--- src/core/rfd_pkg.sv ---
// Purpose: Constants for the RF driver modulation control block
// Assumes: APB byte address is four times the register index
// Notes: Output style and reset codes are fixed here only
//
// Functional notes
// - Driver-2 invert set puts the inverse of driver signal 2 on pin two.
// - Driver-1 invert set puts the inverse of driver signal 1 on pin one.
// - Output enable one enables both driver pins, zero disables both.
// - A 3-bit style field picks drive style; codes 011b, 110b unusable.
// - A 2-bit level field picks 100, 250, 500 or 1000 mV reduction.
// - Amplitude bits 4 to 0 set the residual carrier percentage.
// - Full-swing set drives maximum carrier and ignores the level field.
// - Modulation invert set inverts the selected modulation source.
// - Source field: 00 none, 01 envelope, 10 external input, 11 reserved.
// - Bits 7 to 4 give extra modulation length in carrier clocks.
package rfd_pkg;

	// ==========================================================
	// Register indices and byte addresses
	localparam logic [7:0] RFD_IDX_MODE = 8'h28;
	localparam logic [7:0] RFD_IDX_AMP = 8'h29;
	localparam logic [7:0] RFD_IDX_MOD = 8'h2a;
	localparam logic [11:0] RFD_ADDR_MODE = {2'h0, RFD_IDX_MODE, 2'h0};
	localparam logic [11:0] RFD_ADDR_AMP = {2'h0, RFD_IDX_AMP, 2'h0};
	localparam logic [11:0] RFD_ADDR_MOD = {2'h0, RFD_IDX_MOD, 2'h0};

	// ==========================================================
	// Reset values and writable masks
	localparam logic [7:0] RFD_RST_MODE = 8'h00;
	localparam logic [7:0] RFD_RST_AMP = 8'h00;
	localparam logic [7:0] RFD_RST_MOD = 8'h00;
	localparam logic [7:0] RFD_MASK_MODE = 8'hcf;
	localparam logic [7:0] RFD_MASK_AMP = 8'hdf;
	localparam logic [7:0] RFD_MASK_MOD = 8'hff;

	// ==========================================================
	// Field positions
	localparam int RFD_B_INV2 = 7;
	localparam int RFD_B_INV1 = 6;
	localparam int RFD_B_EN = 3;
	localparam int RFD_B_STYLE = 0;
	localparam int RFD_B_LEVEL = 6;
	localparam int RFD_B_RESID = 0;
	localparam int RFD_B_OVS = 4;
	localparam int RFD_B_FULL = 3;
	localparam int RFD_B_MINV = 2;
	localparam int RFD_B_SRC = 0;

	// ==========================================================
	// Output style codes
	localparam logic [2:0] RFD_ST_PUSHPULL = 3'h0;
	localparam logic [2:0] RFD_ST_OPENDRAIN = 3'h1;
	localparam logic [2:0] RFD_ST_HIZ = 3'h2;
	localparam logic [2:0] RFD_ST_LOW = 3'h4;
	localparam logic [2:0] RFD_ST_HIGH = 3'h5;

	// ==========================================================
	// Modulation source codes
	localparam logic [1:0] RFD_SRC_NONE = 2'h0;
	localparam logic [1:0] RFD_SRC_ENV = 2'h1;
	localparam logic [1:0] RFD_SRC_EXT = 2'h2;

	// Carrier clock period in ns, pclk period in ns and the divider between them
	localparam int RFD_CARRIER_NS = 72;
	localparam int RFD_PCLK_NS = 8;
	localparam int RFD_CARRIER_DIV = RFD_CARRIER_NS / RFD_PCLK_NS;

endpackage

--- src/core/rfd_driver_ctrl.sv ---
// Purpose: Driver mode, amplitude and modulation control over APB
// Assumes: pclk at 125 MHz; carrier clock is an enable from a divider
// Notes: No wait state on any APB access; outputs all registered
//
// Implementation choice: the APB interface to the registers.
module rfd_driver_ctrl
	import rfd_pkg::*;
#(
	parameter int CARRIER_DIV = RFD_CARRIER_DIV
) (
	// Clock and reset
	input wire logic pclk,
	input wire logic presetn,
	// APB slave
	input wire logic [11:0] paddr,
	input wire logic psel,
	input wire logic penable,
	input wire logic pwrite,
	input wire logic [31:0] pwdata,
	output logic [31:0] prdata,
	output logic pready,
	output logic pslverr,
	// Modulation sources
	input wire logic internal_envelope_signal,
	input wire logic external_signal_input,
	// Driver pins
	output logic driver_pin_one_o,
	output logic driver_pin_one_oe,
	output logic driver_pin_two_o,
	output logic driver_pin_two_oe,
	// Analogue settings
	output logic [1:0] carrier_level_reduction,
	output logic carrier_full_swing,
	output logic [4:0] residual_carrier,
	output logic overshoot_active
);

	// ==========================================================
	// Parameter check
	generate
		if (CARRIER_DIV < 2 || CARRIER_DIV > 16) begin : g_bad_div
			$error("CARRIER_DIV must lie in 2..16");
		end
	endgenerate

	localparam logic [3:0] DIV_LAST = 4'(CARRIER_DIV - 1);

	// ==========================================================
	// State
	typedef struct packed {
		logic [7:0] mode;
		logic [7:0] amp;
		logic [7:0] modc;
		logic [1:0] ext_sync;
		logic [3:0] div;
		logic mod_prev;
		logic [3:0] ovs;
		logic [31:0] prdata;
		logic pready;
		logic pslverr;
		logic p1;
		logic p1_oe;
		logic p2;
		logic p2_oe;
		logic [1:0] level;
		logic full;
		logic [4:0] resid;
		logic ovs_act;
	} rfd_state_t;

	rfd_state_t s;
	rfd_state_t next_s;

	// ==========================================================
	// Field views
	logic inv1;
	logic inv2;
	logic drv_en;
	logic [2:0] style;
	logic [1:0] src_sel;
	logic mod_inv;
	logic [3:0] ovs_len;
	logic tick;
	logic src;
	logic mod;
	logic mod_fall;
	logic mod_drv;
	logic ovs_start;
	logic gated;
	logic v1;
	logic v2;

	assign inv1 = s.mode[RFD_B_INV1];
	assign inv2 = s.mode[RFD_B_INV2];
	assign drv_en = s.mode[RFD_B_EN];
	assign style = s.mode[RFD_B_STYLE +: 3];
	assign src_sel = s.modc[RFD_B_SRC +: 2];
	assign mod_inv = s.modc[RFD_B_MINV];
	assign ovs_len = s.modc[RFD_B_OVS +: 4];
	assign tick = (s.div == DIV_LAST);

	// Source select, reserved code gives no modulation
	always_comb begin
		unique case (src_sel)
			RFD_SRC_ENV: src = internal_envelope_signal;
			RFD_SRC_EXT: src = s.ext_sync[1];
			default: src = 1'b0;
		endcase
	end

	// Invert, stretch, gate and per-pin invert
	assign mod = src ^ mod_inv;
	assign mod_fall = s.mod_prev & ~mod;
	// Stretch must cover the fall cycle itself, before the counter loads
	assign ovs_start = mod_fall & (ovs_len != 4'h0);
	assign mod_drv = mod | ovs_start | (s.ovs != 4'h0);
	assign gated = mod_drv & drv_en;
	assign v1 = gated ^ inv1;
	assign v2 = gated ^ inv2;

	// ==========================================================
	// APB decode
	logic setup;
	logic access;
	logic hit;
	logic [7:0] rd_byte;

	assign setup = psel & ~penable;
	assign access = psel & penable & s.pready;

	always_comb begin
		hit = 1'b1;
		unique case (paddr)
			RFD_ADDR_MODE: rd_byte = s.mode & RFD_MASK_MODE;
			RFD_ADDR_AMP: rd_byte = s.amp & RFD_MASK_AMP;
			RFD_ADDR_MOD: rd_byte = s.modc & RFD_MASK_MOD;
			default: begin
				rd_byte = 8'h00;
				hit = 1'b0;
			end
		endcase
	end

	// ==========================================================
	// Next state
	always_comb begin
		next_s = s;
		next_s.ext_sync = {s.ext_sync[0], external_signal_input};

		// Carrier clock divider
		next_s.div = tick ? 4'h0 : s.div + 4'h1;

		// Bus answer one cycle after setup
		next_s.pready = setup;
		if (setup) begin
			next_s.prdata = {24'h000000, rd_byte};
			next_s.pslverr = ~hit;
		end

		// Register writes, reserved bits dropped
		if (access && pwrite && hit) begin
			unique case (paddr)
				RFD_ADDR_MODE: next_s.mode = pwdata[7:0] & RFD_MASK_MODE;
				RFD_ADDR_AMP: next_s.amp = pwdata[7:0] & RFD_MASK_AMP;
				default: next_s.modc = pwdata[7:0] & RFD_MASK_MOD;
			endcase
		end

		// Overshoot stretch counted in carrier clocks
		next_s.mod_prev = mod;
		if (mod_fall) begin
			next_s.ovs = ovs_len;
		end else if (tick && s.ovs != 4'h0) begin
			next_s.ovs = s.ovs - 4'h1;
		end
		next_s.ovs_act = (next_s.ovs != 4'h0);

		// Pin drive by output style
		next_s.p1 = v1;
		next_s.p2 = v2;
		next_s.p1_oe = drv_en;
		next_s.p2_oe = drv_en;
		unique case (style)
			RFD_ST_PUSHPULL: begin
			end
			RFD_ST_OPENDRAIN: begin
				next_s.p1 = 1'b0;
				next_s.p2 = 1'b0;
				next_s.p1_oe = drv_en & ~v1;
				next_s.p2_oe = drv_en & ~v2;
			end
			RFD_ST_LOW: begin
				next_s.p1 = 1'b0;
				next_s.p2 = 1'b0;
			end
			RFD_ST_HIGH: begin
				next_s.p1 = 1'b1;
				next_s.p2 = 1'b1;
			end
			default: begin
				next_s.p1_oe = 1'b0;
				next_s.p2_oe = 1'b0;
			end
		endcase

		// Amplitude settings, full swing masks the level
		next_s.full = s.modc[RFD_B_FULL];
		next_s.level = s.modc[RFD_B_FULL] ? 2'h0 : s.amp[RFD_B_LEVEL +: 2];
		next_s.resid = s.amp[RFD_B_RESID +: 5];
	end

	// State register
	always_ff @(posedge pclk or negedge presetn) begin
		if (!presetn) begin
			s <= '0;
			s.mode <= RFD_RST_MODE;
			s.amp <= RFD_RST_AMP;
			s.modc <= RFD_RST_MOD;
		end else begin
			s <= next_s;
		end
	end

	// ==========================================================
	// Outputs
	assign prdata = s.prdata;
	assign pready = s.pready;
	assign pslverr = s.pslverr;
	assign driver_pin_one_o = s.p1;
	assign driver_pin_one_oe = s.p1_oe;
	assign driver_pin_two_o = s.p2;
	assign driver_pin_two_oe = s.p2_oe;
	assign carrier_level_reduction = s.level;
	assign carrier_full_swing = s.full;
	assign residual_carrier = s.resid;
	assign overshoot_active = s.ovs_act;

	// ==========================================================
	// Assertions
	localparam int OVS_MAX = 1000;
endmodule

--- config.mk ---
export PLATFORM = sky130hd
export DESIGN_NAME = rfd_driver_ctrl
export DESIGN_NICKNAME = d
export VERILOG_FILES = /design/src/core/rfd_pkg.sv /design/src/core/rfd_driver_ctrl.sv
export SDC_FILE = /design/constraint.sdc
export NUM_CORES = 1
export LEC_CHECK = 0
export BUFFER_PORTS_ARGS = -buffer_cell sky130_fd_sc_hd__buf_2
export CORE_MARGIN = 1.5
export CORE_UTILIZATION = 45
export DETAILED_ROUTE_END_ITERATION = 7
export PLACE_DENSITY = 0.74
export SLEW_MARGIN = 10
export SYNTH_ARGS = -nofsm -noshare
export SYNTH_HDL_FRONTEND = slang
export SYNTH_SLANG_ARGS = --single-unit
--- constraint.sdc ---
create_clock -name pclk -period 2.2 [get_ports pclk]
set_input_delay 0.55 -clock pclk [delete_from_list [all_inputs] [get_ports pclk]]
set_output_delay 0.55 -clock pclk [all_outputs]
set_load 0.02 [all_outputs]
==> metrics <==
status complete, but fails checks; failing checks setup timing; GRT Overall Usage approximately 17%; grt met3 use about 4.4%; worst-case reg-to-reg path depth 7; top post-synthesis cells by area dfrtp_1, buf_4, mux2_2; Total Wirelength approximately 4.8 mm; skew final between 0.005 and 0.006 ns; PnR Total Power 1.703 mW; deepest clock path buffer count 2; critical path class reg -> reg; post-route clock period utilization 105.1%; Pwr Density roughly 560 mW/mm²; R2R setup slack -0.11 ns; area delta synth->final 12.15%; global routing met1 resource utilization a little over a fifth; post-DP HPWL ~3.6 mm; Worst Setup EP overshoot_active$_DFF_PN0_; post-synth top area share between 50% and 60%; Yosys warnings 0; initial antenna violation count 0; Worst setup startpoint s[58]$_DFFE_PN0P_; largest net degree at the start of global routing 56; area leader, netlist dfrtp_1; Routed wire per std cell 13.34 µm; post-synthesis register bit count 55; H-tree levels 2; clk_lat worst skew 0.31 ns; fraction of registers with async set/reset between 90% and 100%; layout cells sized above 1 a little over a third; top_reg_cell synth dfrtp_1; Leak about 1.6 nW; Worst Setup Start Kind flop; Tmin final roughly 2.3 ns; first-pass GRT wire length 8.169 mm; Cell Area, Synth 0.002709 mm²; starting DRC count in detailed routing slightly above 60; worst relative slew slack ~55%; cts bufs inserted 5; Final Hold Violating Endpoints 0; Filler cells 518; CTS sink cnt 55; Pre-antenna DRT Iters 4; Hold Slack between 0.3 and 0.4 ns; Placed Instances 350; n_diodes 0; met2 usage 27.82%; die area 0.006494 mm²; PnR worst setup slack -0.1130 ns; clock slew at reported path FFs about 0.1 ns; sequential share of the synthesized area between 50% and 60%; CP Max Fanout 3; VDD IR max 0.4090 mV; worst min path class in -> async; grt ovf 0; reg2reg start s[58]$_DFFE_PN0P_; worst r2r dst overshoot_active$_DFF_PN0_; CTS Root Cell clkbuf_8; io pins a little under 100; worst-margin pin slew between 0.6 and 0.7 ns; Placer Congestion 0.7302; most common cell in the netlist dfrtp_1; vias post-DR approximately 1700; Max Cap Viol 0; chip width 80.59 µm; Setup crit end kind flop; crit path DAT about 2.5 ns; Avg Cell Area, Syn between 10 and 15 µm²; DRC Markers 0; Port Buf Inserts 49; Critical Path RT roughly 2.4 ns; Starting Density a little under half; Post-synth top cells dfrtp_1, buf_4, mux2_2, o21ai_0, inv_1; final antenna-violating net count 0; # rows 28; Synth cell types 38; FMAX approximately 430 MHz; # nets final roughly 340; core area 0.005851 mm²; final non-filler cell total approximately 360; vias in the first global route between 1500 and 2000; Slew Viols, Final 0; Final setup viols 1; CTS tree built; gr busiest metal met2; Die Y-Extent about 81 µm; RSZ-0062 raised after global routing yes; Post-synth EDFFs 0; post-synthesis cell count about 240; drt via density ~4.8
-- sequential cells by signal (all words and copies together), names as in the netlist, 2 cells and up --
register,count
s,17
next_s,7
carrier_level_reduction,2
ovs_len,4
prdata,8
residual_carrier,5
-- cell families (layout without fill, tap and decap cells) --
family                     count (synthesis)  after routing  synth area share (%)
AOI/OAI and AO/OA                         32             32                 8.176
xor gates and xnor gates                   5              5                 1.617
adders and majority gates                  5              5                 2.309
buffers and inverters                     57             84                 13.39
DFF                                       55             55                 50.81
muxes                                     29             29                 11.55
other                                      1             24                0.1384
and+or+nand+nor                           53             53                 12.01
-- cell usage in the layout (no fill, tap or decap), types with 5 or more instances in the layout --
master    synthesis  layout
inv_1            14      12
mux2i_1          11      11
mux2_2           18      16
dfrtp_1          55      54
nand2_1          13      13
clkbuf_8          0       5
o21ai_0          15      15
nor2_1            8       8
nand3_1          10      10
conb_1            1      24
a22o_1            6       6
buf_2             2      49
buf_4            39      13
-- layer usage --
layer	wire length [µm]	up-vias
li1	-	856
met1	2154	846
met2	2387	41
met3	225	6
met4	62	0
met5	0	-
-- through the flow --
step / cell area, µm² / utilization (%) / setup slack [ns] / TNS [ns]
3_5_place_dp: 2902 / 49.59 / -0.1382 / -0.1382
6_report: 3038 / 51.92 / -0.1130 / -0.1130
2_1_floorplan: 2805 / - / -0.06927 / -0.06927
4_1_cts: 3012 / 51.48 / -0.1043 / -0.1043
3_3_place_gp: 2902 / 49.59 / -0.1333 / -0.1333
5_1_grt: 3038 / 51.92 / -0.1952 / -0.1952
-- cell type report --
cell class / count / area, µm² / area share (%)
sequential: 55 / 1378 / 45.35
timing repair buffer: 62 / 342.8 / 11.29
multi-input combinational: 148 / 1079 / 35.50
clock buffer: 5 / 68.82 / 2.265
tap: 75 / 93.84 / 3.089
clock inverter: 3 / 23.77 / 0.7825
inverter: 14 / 52.55 / 1.730
-- worst max-delay path, stage by stage (launching register included) --
cell	delay, ns
dfrtp_1	0.41
inv_2	0.07
ha_4	0.16
a22o_4	0.24
and3_4	0.20
nor3b_4	0.28
mux2_4	0.33
or4_1	0.51
-- report_power, final --
group / switching [mW] / internal, mW / leakage (nW)
clock: 0.334 / 0.228 / 0.0408
sequential: 0.00258 / 1.01 / 0.711
combinational: 0.0913 / 0.0315 / 0.804
-- worst min path at each step --
stage / from / endpoint / slack, ns / depth (start not counted)
after floorplan: presetn / carrier_full_swing$_DFF_PN0_ / 0.25 / 0
after global placement: next_s[57]$_DFF_PN0_ / s[57]$_DFF_PN0_ / 0.34 / 0
after detailed placement: next_s[57]$_DFF_PN0_ / s[57]$_DFF_PN0_ / 0.34 / 0
after CTS: external_signal_input / next_s[57]$_DFF_PN0_ / 0.33 / 1
after global routing: external_signal_input / next_s[57]$_DFF_PN0_ / 0.32 / 1
final: presetn / s[55]$_DFF_PN0_ / 0.34 / 2
-- repair_timing --
action / in CTS / in global routing
hold buffers: 0 / 0
endpoints found under the setup margin: 1 / 1
resized for setup: 1 / 4
setup buffers: 2 / 2
pin swaps: 3 / 2
No activity file was read; power rests on OpenSTA's default activity.
